$ cat src/gooc_defs.svh
`ifndef GOOC_DEFS_SVH
`define GOOC_DEFS_SVH

// Register byte offsets on APB.
`define GOOC_REFA_OFS 12'h000
`define GOOC_REF_CLOCK_OUT_B_OFS 12'h004
`define GOOC_RXCFG_OFS 12'h008
`define GOOC_TXEN_OFS 12'h00C
`define GOOC_STAT_OFS 12'h010

// Field positions in the reference configuration registers.
`define GOOC_REF_SEL_LSB 0
`define GOOC_REF_CH_LSB 8
`define GOOC_REF_FREQ_BIT 5
`define GOOC_REF_OE_BIT 6
// Spare bits of reference A that choose the receive word shown on reads.
`define GOOC_RXSEL_LSB 16

// Field positions in a per-channel receive configuration word.
`define GOOC_TERM_LSB 0
`define GOOC_R120_BIT 4
`define GOOC_RXCH_LSB 8

// Reset values.
`define GOOC_REFA_RST 32'h0000_0000
`define GOOC_REF_CLOCK_OUT_B_RST 32'h0000_0000
`define GOOC_TXEN_RST 22'h3F_FFFF

// Source select encodings of reference B.
`define GOOC_SRC_RECOV 2'h0
`define GOOC_SRC_EXT 2'h1
`define GOOC_SRC_FREE 2'h2

// Free-running clock divider half period in pclk cycles, less one.
`define GOOC_FREE_HALF 8'h0C
`endif

$ cat src/gooc_pkg.sv
package gooc_pkg;
  // APB request bundle.
  typedef struct packed {
    logic psel;
    logic penable;
    logic pwrite;
    logic [11:0] paddr;
    logic [31:0] pwdata;
  } gooc_apb_s;

  // Whole state of the block.
  typedef struct packed {
    logic [31:0] refa_cfg;
    logic [31:0] ref_clock_out_b_cfg;
    logic [21:0][4:0] rx_cfg;
    logic [21:0] tx_drv_en;
    logic [7:0] free_cnt;
    logic free_clk;
    logic ref_b_out;
    logic ref_b_oe;
    logic [21:0] rx_hiz;
    logic [21:0][2:0] rx_term;
    logic [21:0] rx_r120;
    logic [21:0] drv_oe;
    logic [1:0] vcom_oe;
    logic [31:0] prdata;
    logic pready;
    logic pslverr;
  } gooc_state_s;
endpackage

$ cat src/gooc_top.sv
// Register access over APB and the address map were left to the implementer.
`include "gooc_defs.svh"

module gooc_top #(
  parameter int NCH = 22
) (
  // Clock and reset.
  input wire logic pclk,
  input wire logic presetn,
  // APB slave.
  input wire logic psel,
  input wire logic penable,
  input wire logic pwrite,
  input wire logic [11:0] paddr,
  input wire logic [31:0] pwdata,
  output logic [31:0] prdata,
  output logic pready,
  output logic pslverr,
  // Clock sources.
  input wire logic [21:0] recovered_clk,
  input wire logic ext_clock_in_a,
  input wire logic ext_clock_in_b,
  // Board control pins.
  input wire logic receive_impedance_pin,
  input wire logic output_enable_pin,
  input wire logic common_mode_enable,
  input wire logic rx_differential_mode,
  // Pin controls.
  output logic ref_clock_out_b,
  output logic ref_b_oe,
  output logic [21:0] rx_hiz,
  output logic [21:0][2:0] rx_term,
  output logic [21:0] rx_internal_120_ohm,
  output logic [21:0] line_drv_oe,
  output logic [1:0] common_mode_voltage_out_oe,
  output logic input_a_freq_select,
  output logic input_b_freq_select
);
  // Current and next state of the whole block.
  gooc_pkg::gooc_state_s s_q;
  gooc_pkg::gooc_state_s s_d;
  // Channel whose receive word the read port shows.
  logic [4:0] rx_sel;

  // Register index of a bus address; zero marks an address with no register.
  // One decode serves the error flag, the write path and the read path, so the
  // three can never disagree about which addresses exist.
  function automatic logic [2:0] dec(input logic [11:0] a);
    case (a)
      `GOOC_REFA_OFS: dec = 3'h1;
      `GOOC_REF_CLOCK_OUT_B_OFS: dec = 3'h2;
      `GOOC_RXCFG_OFS: dec = 3'h3;
      `GOOC_TXEN_OFS: dec = 3'h4;
      `GOOC_STAT_OFS: dec = 3'h5;
      default: dec = 3'h0;
    endcase
  endfunction

  // True when a channel number names one of the fitted channels.
  // Numbers past the last channel are refused rather than wrapped, so a stray
  // write can never land on a channel that software did not mean.
  function automatic logic ch_ok(input logic [4:0] c);
    ch_ok = (c < 5'(NCH));
  endfunction

  // Level that reference B shows next, picked by its configuration word.
  // All three sources are sampled on pclk, so the output carries them one cycle
  // late and at pclk resolution; it is a monitor path, not a low-jitter one.
  // A channel number past the last channel gives a steady low, never an unknown.
  function automatic logic src_pick(
    input logic [31:0] cfg,
    input logic [21:0] rec,
    input logic ext_b,
    input logic free
  );
    logic [4:0] c;
    c = cfg[`GOOC_REF_CH_LSB +: 5];
    case (cfg[`GOOC_REF_SEL_LSB +: 2])
      `GOOC_SRC_RECOV: src_pick = ch_ok(c) ? rec[c] : 1'b0;
      `GOOC_SRC_EXT: src_pick = ext_b;
      default: src_pick = free;
    endcase
  endfunction

  // The read port shows one receive word at a time. Spare bits of reference A
  // choose which, since a written word carries its own channel number and a
  // read has no data to carry one in.
  assign rx_sel = s_q.refa_cfg[`GOOC_RXSEL_LSB +: 5];

  // Next state: bus access, clock pick and pin overrides.
  always_comb
  begin
    logic acc;
    logic [4:0] rch;
    acc = 1'b0;
    rch = 5'h00;
    s_d = s_q;

    // A transfer is taken once, on its first access cycle: pready rises on the
    // next edge for exactly one cycle and blocks a second take of the same
    // request. Every transfer therefore sees one wait state, which keeps the
    // read mux out of the path from paddr to prdata.
    acc = psel && penable && !s_q.pready;
    s_d.pready = acc;
    s_d.pslverr = acc && (dec(paddr) == 3'h0);

    // Writes. Unmapped addresses and the read-only status word change nothing.
    if (acc && pwrite)
    begin
      case (dec(paddr))
        3'h1: s_d.refa_cfg = pwdata;
        3'h2: s_d.ref_clock_out_b_cfg = pwdata;
        3'h3:
        begin
          // The word names its own channel; out-of-range channels are dropped.
          rch = pwdata[`GOOC_RXCH_LSB +: 5];
          if (ch_ok(rch))
            s_d.rx_cfg[rch] = pwdata[`GOOC_R120_BIT:`GOOC_TERM_LSB];
        end
        // Driver enables are plain storage; the pin gates them further down.
        3'h4: s_d.tx_drv_en = pwdata[21:0];
        default: s_d.tx_drv_en = s_q.tx_drv_en;
      endcase
    end

    // Reads. Data is captured on the taking edge and stands with pready.
    // The status word shows the common-mode, output enable and impedance pins as sampled on that edge.
    if (acc && !pwrite)
    begin
      case (dec(paddr))
        3'h1: s_d.prdata = s_q.refa_cfg;
        3'h2: s_d.prdata = s_q.ref_clock_out_b_cfg;
        3'h3: s_d.prdata = ch_ok(rx_sel) ? {27'h000_0000, s_q.rx_cfg[rx_sel]} : 32'h0000_0000;
        3'h4: s_d.prdata = {10'h000, s_q.tx_drv_en};
        3'h5: s_d.prdata = {29'h000_0000, common_mode_enable, output_enable_pin, receive_impedance_pin};
        default: s_d.prdata = 32'h0000_0000;
      endcase
    end

    // Free-running source: a divider that never stops, so switching reference B
    // to it shows a clock at once instead of waiting for a start-up.
    // Its period is twice the half count plus two, in pclk cycles.
    if (s_q.free_cnt == `GOOC_FREE_HALF)
    begin
      s_d.free_cnt = 8'h00;
      s_d.free_clk = !s_q.free_clk;
    end
    else
    begin
      s_d.free_cnt = s_q.free_cnt + 8'h01;
    end

    // Reference B: source pick and output enable. The enable only gates the
    // pad, so the picked clock keeps running and returns without a restart.
    s_d.ref_b_out = src_pick(s_q.ref_clock_out_b_cfg, recovered_clk, ext_clock_in_b, s_q.free_clk);
    s_d.ref_b_oe = s_q.ref_clock_out_b_cfg[`GOOC_REF_OE_BIT];

    // Receive termination. The stored settings are only masked while the
    // impedance pin overrides them, so they return unchanged when it rises.
    // Single-ended mode never overrides; the pin is meant to be left open there.
    for (int i = 0; i < NCH; i++)
    begin
      s_d.rx_hiz[i] = rx_differential_mode && !receive_impedance_pin;
      s_d.rx_term[i] = s_d.rx_hiz[i] ? 3'h0 : s_q.rx_cfg[i][`GOOC_TERM_LSB +: 3];
      s_d.rx_r120[i] = s_d.rx_hiz[i] ? 1'b0 : s_q.rx_cfg[i][`GOOC_R120_BIT];
    end

    // Line drivers. Only the pad enable sees the pin; the per-driver enable
    // register and all transmit state run on, so a protection switch-over
    // needs no reconfiguration afterwards.
    for (int i = 0; i < NCH; i++)
    begin
      s_d.drv_oe[i] = output_enable_pin && s_q.tx_drv_en[i];
    end

    // Common-mode outputs follow their enable pin on both pads.
    s_d.vcom_oe = {2{common_mode_enable}};
  end

  // State register. Reset leaves every pad released and both reference words
  // cleared; the driver enables reset on so that the pin alone rules them.
  always_ff @(posedge pclk or negedge presetn)
  begin
    if (!presetn)
    begin
      s_q <= '0;
      s_q.refa_cfg <= `GOOC_REFA_RST;
      s_q.ref_clock_out_b_cfg <= `GOOC_REF_CLOCK_OUT_B_RST;
      s_q.tx_drv_en <= `GOOC_TXEN_RST;
    end
    else
    begin
      s_q <= s_d;
    end
  end

  // Bus response.
  assign prdata = s_q.prdata;
  assign pready = s_q.pready;
  assign pslverr = s_q.pslverr;

  // Reference B pad and its enable.
  assign ref_clock_out_b = s_q.ref_b_out;
  assign ref_b_oe = s_q.ref_b_oe;

  // Receive termination controls.
  assign rx_hiz = s_q.rx_hiz;
  assign rx_term = s_q.rx_term;
  assign rx_internal_120_ohm = s_q.rx_r120;

  // Line driver and common-mode pad enables.
  assign line_drv_oe = s_q.drv_oe;
  assign common_mode_voltage_out_oe = s_q.vcom_oe;

  // Frequency select bits go to the external clock input stages as stored;
  // the host keeps them matched to what is wired to each input.
  assign input_a_freq_select = s_q.refa_cfg[`GOOC_REF_FREQ_BIT];
  assign input_b_freq_select = s_q.ref_clock_out_b_cfg[`GOOC_REF_FREQ_BIT];
endmodule

$ cat config.mk
export PLATFORM = sky130hd
export DESIGN_NAME = gooc_top
export DESIGN_NICKNAME = d
export VERILOG_FILES = /design/src/gooc_pkg.sv /design/src/gooc_top.sv
export VERILOG_INCLUDE_DIRS = /design/src
export SDC_FILE = /design/constraint.sdc
export NUM_CORES = 1
export LEC_CHECK = 0
export ABC_AREA = 1
export CORE_MARGIN = 1.5
export CORE_UTILIZATION = 40
export DETAILED_ROUTE_END_ITERATION = 12
export DONT_BUFFER_PORTS = 1
export PLACE_DENSITY_LB_ADDON = 0.1
export SLEW_MARGIN = 40
export SYNTH_ARGS = -nofsm -noshare
export SYNTH_HDL_FRONTEND = slang
export SYNTH_SLANG_ARGS = --single-unit
$ cat constraint.sdc
create_clock -name pclk -period 3.25 [get_ports pclk]
set_input_delay 0.8125 -clock pclk [delete_from_list [all_inputs] [get_ports pclk]]
set_output_delay 0.8125 -clock pclk [all_outputs]
set_load 0.03 [all_outputs]
==> metrics, run 1 <==
R2R Path End prdata[4]; Critical Path Start rx_hiz[0]; Worst EP required about 2.4 ns; Initial Util about two fifths; via/cell ratio approximately 4.9; flop and latch count out of synthesis 353; vias in the first global route roughly 11000; CTS tree built; asr flop ratio synth between 90% and 100%; max-cap violations 0; Pre-Repair DR Iteration Count 4; Startpoint Class flop; initial antenna violation count 1; drt total wl between 40000 and 50000 µm; Slew @ Worst Pin about 0.82 ns; R2R depth 13; final setup fails 0; Post-synth EDFFs 0; H-tree levels 2; simple-gate portion of the synthesized area between 20% and 30%; Distinct cells, synth 33; sequential area share after synthesis a little under three fifths; num rows 73; Clock Tree Buf Depth 3; worst hold slack -0.0111 ns; cts bufs inserted between 40 and 50; slowest cell delay on critical path roughly 0.67 ns; routed len/inst ~18 µm; buffers added on ports 0; critical path type flop to primary output; first-pass GRT wire length roughly 65000 µm; core footprint between 30000 and 40000 µm²; nets approximately 1800; chip width 203 µm; worst r2r src rx_sel[0]; pwr/cell area 561 nW/µm²; Syn. warnings 0; final hold vios 2; min Tclk post-route around 2.6 ns; commonest non-fill, non-tap cell in the layout nand2_1; initial DRC count 617; top cells by area, synth dfrtp_1 52%, nand2_1 11%, buf_4 7.8%; All-Layer GR Usage just over 20%; Synth Net Count a little under 2000; clock latency on the worst-skew pair approximately 0.56 ns; outcome complete, but fails checks; max-slew violation count 0; kind of cell adding the most delay to the critical path flip-flops; RSZ-0062 raised after global routing false; commonest cells after routing, fill and taps aside 471 x nand2_1, 329 x dfrtp_1, 196 x inv_1; CP Cell Sequence buf_16; die height about 200 µm; pin count of the biggest net entering global routing about 350; Slew headroom between 40 and 50%; Compound-Gate Fraction of Synth Area under 10%; Synth Area per Inst approximately 8.6 µm²; largest family of logic cells by synthesized area simple AND/OR/NAND/NOR gates; area grow syn2layout 5.42%; failing checks hold timing; I/O pin count 249; Worst Setup End Kind primary output; post-synth top area share 51.7%; xor/xnor share of the synthesized area 0.273%; Tightest Hold Check Type input pin to asynchronous set/reset pin; Peak supply drop between 0.3 and 0.4 mV; Post-Syn Area roughly 16000 µm²; CP max FO 18; Fin Setup TNS 0 ns; DIE AREA around 41000 µm²; WP data arrival 1.76 ns; Main synth FF type dfrtp_1; # DRC 0; root buf cell clkbuf_16; layout cell share with drive strength beyond 1 8.92%; Leak Pwr 8.43 nW; Reg2Reg Setup Slack roughly 1.2 ns; grt total ovfl 0; Final Skew 0.0228 ns; CP bufs+invs 1; post-synth top area cell dfrtp_1; critical path's slowest cell dfrtp_4; Synth Area in Adders 0.156%; Synth Instances 1867; Post-DRT Antenna Nets 0; post-synthesis mux area share 0%; clk slew on worst S/H paths approximately 0.060 ns; hpwl dp between 20000 and 30000 µm; CTS sink cnt roughly 350; via count 11000; GPL Wtd Cong between 0.7 and 0.8; fin crit share 79.1%; fmax 389 MHz
==> what timing repair did <==
action	4_1_cts	5_1_grt
hold endpoints to repair	331	110
gates resized for setup	0	0
setup buffers	0	0
==> worst max-delay path by stage <==
stage / cells past startpoint / slack (ns) / endpoint
2_1_floorplan: 9 / 1.12 / s_q[241]
6_report: 1 / 0.68 / rx_hiz[11]
3_3_place_gp: 10 / 0.60 / s_q[346]
3_5_place_dp: 10 / 0.56 / s_q[347]
4_1_cts: 1 / 0.64 / rx_hiz[11]
5_1_grt: 1 / 0.61 / rx_hiz[17]
==> logic make-up (layout without fill, tap and decap cells) <==
kind of cell,count (synthesis),count (layout)
AO/OA/AOI/OAI,282,282
other,0,1
buffers and inverters,443,303
adder cells (fa/ha/maj),2,2
flip-flops,353,353
XOR/XNOR,5,5
AND/OR/NAND/NOR,782,782
==> power breakdown <==
| group | switching (mW) | leakage, nW | internal (mW) |
|---|---|---|---|
| logic | 0.172 | 2.90 | 0.0329 |
| clock network | 1.85 | 0.706 | 3.01 |
| registers | 0.0172 | 4.83 | 4.40 |
==> synthesized netlist by cell type, drive strengths merged, types with 6 or more instances <==
library cell and count:
a21oi 14, a32o 10, buf 187, clkbuf 58, dfrtp 331, dfstp 22
inv 197, nand2 493, nand3 114, nor2 159, nor3 6, o211ai 8
o21ai 240, o22ai 6
==> layout make-up <==
cell class                      count  area, µm²
Multi-Input combinational cell   1071       4890
Clock buffer                       58       1180
Antenna cell                        1       2.50
Tap cell                          525        657
Fill cell                        4032      22700
Inverter                          198        743
Timing Repair Buffer               30        315
Sequential cell                   353       8870
Clock inverter                     17        249
==> flip-flops by register name (all words and copies together) (netlist names), 5 cells and up <==
signal,count
s_q,197
rx_internal_120_ohm,22
rx_sel,5
prdata,32
rx_term,66
line_drv_oe,22
==> stage by stage <==
| step | area (µm²) | instances | power [mW] | utilization (%) | worst slack (ns) |
|---|---|---|---|---|---|
| detailed placement | 15400 | 2176 | 4.68 | 38.9 | 0.556 |
| global placement | 15400 | 2176 | 4.68 | 38.9 | 0.605 |
| global route | 16900 | 2252 | 9.80 | 42.6 | 0.613 |
| floorplan | 16000 | 1867 | 4.64 | - | 1.12 |
| finish | 16900 | 2253 | 9.49 | 42.6 | 0.679 |
| CTS | 16900 | 2251 | 9.60 | 42.5 | 0.640 |
==> metal layers <==
layer  part of all wire [%]  GRT usage [%]
met3                    6.3           5.23
met1                     44           26.8
met5                      0              0
met2                     47           33.3
met4                    2.4           7.17
Power figures use the tool's default switching activity.
==> run 2, diff against run 1 <==
- ABC_AREA: 1 -> 0
- clock period: 3.25 -> 2.6 ns (I/O delays scaled with it)
==> metrics, run 2 <==
Synth Net Count 1311 (-33%); Peak supply drop 0.475 mV (+53%); pwr/cell area 696 nW/µm² (+24%); Worst Setup End Kind flop; register area 8870 µm² (unchanged); core footprint 39000 µm² (-1.6%); sequential area share after synthesis 55.6% (+0.29 points); max-slew violation count 0 (unchanged); asr flop ratio synth 100% (unchanged); GPL Wtd Cong 0.746 (-4.2%); Post-DRT Antenna Nets 0 (unchanged); routed len/inst 23.7 µm (+28%); drt total wl 38900 µm (-6.7%); flop and latch count out of synthesis 353 (unchanged); Post-synth EDFFs 0 (unchanged); Clock Tree Buf Depth 3 (unchanged); die height 203 µm (-0.26%); via/cell ratio 5.26 (+7.8%); Cell Area, Placed 15600 µm² (+0.77%); Final Skew 0.0167 ns (-0.00612 ns); max FFs per register 197 (unchanged); Commonest cells post-synth 331 x dfrtp_1, 211 x mux2_2, 166 x buf_4; CTS sink cnt 353 (unchanged); num rows 72 (-1.4%); post-synth top area cell dfrtp_1; initial antenna violation count 1 (unchanged); top-count cell post-synth dfrtp_1; root buf cell clkbuf_16; Tightest Hold Check Type input pin to asynchronous set/reset pin; CP max FO 5 (-13); clock latency on the worst-skew pair 0.56 ns (about the same); layout cell share with drive strength beyond 1 36.7% (+28 points); final-layout fill cell count 3611 (-10%); Post-Syn Area 15900 µm² (-0.53%); Leak Pwr 8.01 nW (-5.0%); Multi-input gate area 5560 µm² (+14%); max-cap violations 0 (unchanged); outcome complete, but fails checks; post-synth top area share 51.9% (+0.28 points); commonest cells after routing, fill and taps aside 329 x dfrtp_1, 211 x mux2_2, 111 x and2_1; commonest non-fill, non-tap cell in the layout dfrtp_1; first-pass GRT wire length 60000 µm (-8.0%); grt total ovfl 0 (unchanged); CTS tree built; DIE AREA 41100 µm² (-0.53%); Slew headroom 50.0% (+4.6 points); nets 1166 (-34%); I/O pin count 249 (unchanged); Pre-Repair DR Iteration Count 4 (unchanged); final hold vios 331 (+329); Startpoint Class flop; register with the most flip-flops s_q; Syn. warnings 0 (unchanged); final setup fails 0 (unchanged); worst hold slack -0.194 ns (-0.183 ns); setup bufs post-CTS 0 (unchanged); # DRC 0 (unchanged); vias in the first global route 9195 (-17%); top cells by area, synth dfrtp_1 52%, mux2_2 15%, buf_4 7.8%; min Tclk post-route about 2.5 ns; Main synth FF type dfrtp_1; via count 8610 (-22%); critical path type flop to flop; pin count of the biggest net entering global routing 354 (unchanged); H-tree levels 2 (unchanged); area grow syn2layout 6.68%; cts bufs inserted 41 (unchanged); fmax 398 MHz; CP Cell Sequence nand4b_1 > buf_4 > or3b_2 > nor4_1 > buf_4 > nand2_1 > mux2_2; initial DRC count 416 (-33%); clk slew on worst S/H paths 0.06 ns (about the same); Synth Instances 1232 (-34%); fin crit share between 90 and 100%; hpwl dp 25300 µm (-4.6%); All-Layer GR Usage 19.4% (-1.1 points); critical path's slowest cell or3b_2; most used cell, CP buf_4; WP data arrival 2.95 ns (+1.19 ns); Final Cell Area 17000 µm² (+0.66%); failing checks hold timing; slowest cell delay on critical path 0.51 ns (-0.16 ns); antenna cells 0 (-1); RSZ-0062 raised after global routing true; buffers added on ports 0 (unchanged); Initial Util 40.9% (+0.44 points); Slew @ Worst Pin 0.750 ns (-0.0691 ns); chip width 203 µm (-0.26%); Distinct cells, synth 55 (+67%); Worst EP required 3.03 ns (+0.59 ns); Synth Area per Inst 12.9 µm² (+51%)
-- run 2: through the flow --
step	util (%)	instances	power [mW]	setup WS, ns	setup TNS, ns
floorplan	-	1232	5.83	-0.124	-0.622
global placement	39.9	1562	5.80	-0.194	-8.36
detailed placement	39.9	1562	5.80	-0.209	-9.46
CTS	43.6	1637	12.0	0.0345	0
global route	43.6	1637	12.3	-0.0155	-0.0358
finish	43.6	1637	11.8	0.0849	0
-- run 2: cell families after synthesis --
group / share of synthesized area, %
DFF: 55.6
and+or+nand+nor: 9.73
muxes: 20.6
buffers and inverters: 9.83
AOI/OAI and AO/OA: 3.71
xor gates and xnor gates: 0.384
adders and majority gates: 0.157
-- run 2: layout make-up --
| cell class | instances | area share (%) |
|---|---|---|
| Tap cell | 518 | 3.81 |
| Clock inverter | 18 | 1.38 |
| Inverter | 8 | 0.176 |
| Sequential cell | 353 | 52.1 |
| Clock buffer | 57 | 7.16 |
| Timing Repair Buffer | 50 | 2.69 |
| Multi-Input combinational cell | 633 | 32.7 |
-- run 2: final timing paths --
path / from / to / slack [ns] / cells past startpoint
setup / recovery: pready / s_q[287] / 0.08 / 7
hold / removal: presetn / rx_internal_120_ohm[10] / -0.19 / 0
setup reg to reg: pready / s_q[287] / 0.08 / 7
hold reg to reg: s_d[168] / ref_b_oe / 0.40 / 0
max in group asynchronous: presetn / s_q[325] / 2.17 / 0
min in group pclk: common_mode_enable / common_mode_voltage_out_oe[0] / 0.12 / 0
-- run 2: worst max-delay path: cells and delay by family (launching register included) --
family	cells	cell delay [ns]
buf+inv	2	0.40
simple gates	4	1.26
mux	1	0.36
flops	1	0.38
-- run 2: what timing repair did --
| item | in CTS | in global routing |
|---|---|---|
| resized for setup | 0 | 1 |
| setup endpoints to repair | 0 | 19 |
| hold endpoints to repair | 340 | 331 |
-- run 2: power by group --
group / internal (mW) / switching [mW]
Sequential: 5.51 / 0.0418
Clock: 3.78 / 2.36
Combinational: 0.0538 / 0.0983
-- run 2: per-layer routing --
| metal | up-vias | track usage (%) | part of all wire (%) | wire length (µm) |
|---|---|---|---|---|
| li1 | 3803 | - | - | - |
| met1 | 4529 | 27.3 | 47 | 18100 |
| met2 | 216 | 29.3 | 45 | 17400 |
| met3 | 62 | 5.02 | 5.8 | 2240 |
| met4 | 0 | 6.24 | 2.7 | 1060 |
| met5 | - | 0 | 0 | 0 |
==> run 3, diff against run 2 <==
- CELL_PAD_IN_SITES_DETAIL_PLACEMENT: not set -> 1
- CELL_PAD_IN_SITES_GLOBAL_PLACEMENT: not set -> 2
- MAX_ROUTING_LAYER: not set -> met4
==> metrics, run 3 (synthesized netlist as in run 2, its figures left out) <==
outcome complete, but fails checks; failing checks hold timing, slew limit; critical path type flop to primary output; H-tree levels 2 (unchanged); drt total wl 39800 µm (+2.3%); Final Skew 0.0308 ns (+0.0141 ns); Peak supply drop 0.344 mV (-28%); DIE AREA 41100 µm² (unchanged); Leak Pwr 8.00 nW (-0.13%); num rows 72 (unchanged); Slew @ Worst Pin 1.71 ns (+0.958 ns); Worst path depth 1 (-6); CTS tree built; final setup fails 0 (unchanged); post-placement cell count 1566 (+0.26%); root buf cell clkbuf_16; Startpoint Class flop; pin count of the biggest net entering global routing 354 (unchanged); pwr/cell area 685 nW/µm² (-1.6%); buffers added on ports 0 (unchanged); RSZ-0062 raised after global routing false; final hold vios 76 (-77%); register with the most flip-flops s_q; hpwl dp 26600 µm (+4.9%); fin worst setup slack 0.192 ns (+0.108 ns); Pre-Repair DR Iteration Count 4 (unchanged); GPL Wtd Cong 0.776 (+4.1%); fmax 415 MHz (+4.5%); nets 1170 (+0.34%); grt total ovfl 0 (unchanged); commonest non-fill, non-tap cell in the layout dfrtp_1; core footprint 39000 µm² (unchanged); Worst EP required 1.95 ns (-1.08 ns); critical path's slowest cell dfrtp_4; cts bufs inserted 41 (unchanged); R2R depth 7 (unchanged); Tightest Hold Check Type input pin to asynchronous set/reset pin; slowest cell delay on critical path 0.67 ns (+0.16 ns); CP bufs+invs 1 (-1); area grow syn2layout 6.73% (about the same); CTS sink cnt 353 (unchanged); max-cap violations 0 (unchanged); clock latency on the worst-skew pair 0.58 ns (+0.02 ns); Post-DRT Antenna Nets 0 (unchanged); kind of cell adding the most delay to the critical path flip-flops; Clock Tree Buf Depth 3 (unchanged); Slew headroom -13.9% (-64 points); clk slew on worst S/H paths 0.06 ns (about the same); Critical Path Start rx_hiz[0]; WP data arrival 1.76 ns (-1.19 ns); met1 Usage GRT 28.2% (+0.91 points); chip width 203 µm (unchanged); initial DRC count 453 (+8.9%); met2 Use GR 31.1% (+1.8 points); I/O pin count 249 (unchanged); via/cell ratio 5.25 (-0.19%); grt met3 use 4.65% (-0.37 points); min Tclk post-route 2.41 ns (-0.108 ns); worst slack, placed -0.152 ns (+0.0574 ns); commonest cells after routing, fill and taps aside 329 x dfrtp_1, 211 x mux2_2, 111 x and2_1; layout cell share with drive strength beyond 1 36.5% (-0.25 points); Worst Setup EP rx_hiz[2]; routed len/inst 24.2 µm (+1.9%); CP Cell Sequence buf_16; CP max FO 18 (+13); GRT busiest layer met2; max FFs per register 197 (unchanged); die height 203 µm (unchanged); Finished Layout Cells 1644 (+0.43%); All-Layer GR Usage 20.6% (+1.1 points); Cell Area, Placed 15600 µm² (+0.35%); Final Cell Area 17000 µm² (about the same); Reg2Reg Setup Slack 0.21 ns (+0.13 ns); fin crit share 92.6% (-4.1 points); first-pass GRT wire length 61500 µm (+2.5%); worst r2r src pready; worst hold slack -0.200 ns (-0.00662 ns); via count 8630 (+0.23%); max-slew violation count 132 (+132); Finished Core Util 43.6% (about the same); Initial Util 40.9% (unchanged); R2R Path End s_q[248]; Worst Setup End Kind primary output; initial antenna violation count 2 (+1); vias in the first global route 9504 (+3.4%); # DRC 0 (unchanged)
[run 3: layout make-up]
class / count / area [µm²]
inverters: 8 / 30.0
multi-input cells: 633 / 5550
flip-flops and latches: 353 / 8870
clock buffers: 60 / 1190
clock inverters: 16 / 220
diodes: 2 / 5.00
fillers: 3869 / 22000
well taps: 518 / 648
repair buffers: 54 / 513
[run 3: report_power, final]
group	internal [mW]	leakage, nW	switching (mW)	total [mW]
Clock	3.59	0.677	2.36	5.95
Combinational	0.0549	2.51	0.0980	0.153
Sequential	5.51	4.81	0.0417	5.55
Total	9.16	8.00	2.50	11.7
[run 3: metal layers]
layer  share of wire [%]  up-vias
li1                    -     3818
met1                  47     4562
met2                  46      196
met3                 4.9       54
met4                 1.7        0
met5                   0        -
[run 3: how the worst min path moves through the flow]
stage	from	to	slack [ns]	cells past startpoint
after floorplan	presetn	common_mode_voltage_out_oe[0]	0.35	0
after global placement	presetn	rx_internal_120_ohm[10]	0.37	0
after detailed placement	presetn	rx_internal_120_ohm[10]	0.37	0
after CTS	presetn	s_q[272]	-0.25	0
after global routing	presetn	rx_internal_120_ohm[10]	-0.24	0
final	presetn	rx_internal_120_ohm[10]	-0.20	0
[run 3: what timing repair did]
action                    in CTS  in global routing
hold endpoints to repair     338                331
gates resized for setup        0                  0
setup buffers                  0                  0
[run 3: metrics by stage]
step | total power, mW | hold slack (ns) | setup TNS (ns)
after floorplan | 5.83 | 0.354 | -0.622
after global placement | 5.81 | 0.369 | -4.43
after detailed placement | 5.81 | 0.367 | -6.71
after CTS | 11.8 | -0.253 | 0
after global routing | 12.1 | -0.238 | 0
final | 11.7 | -0.200 | 0
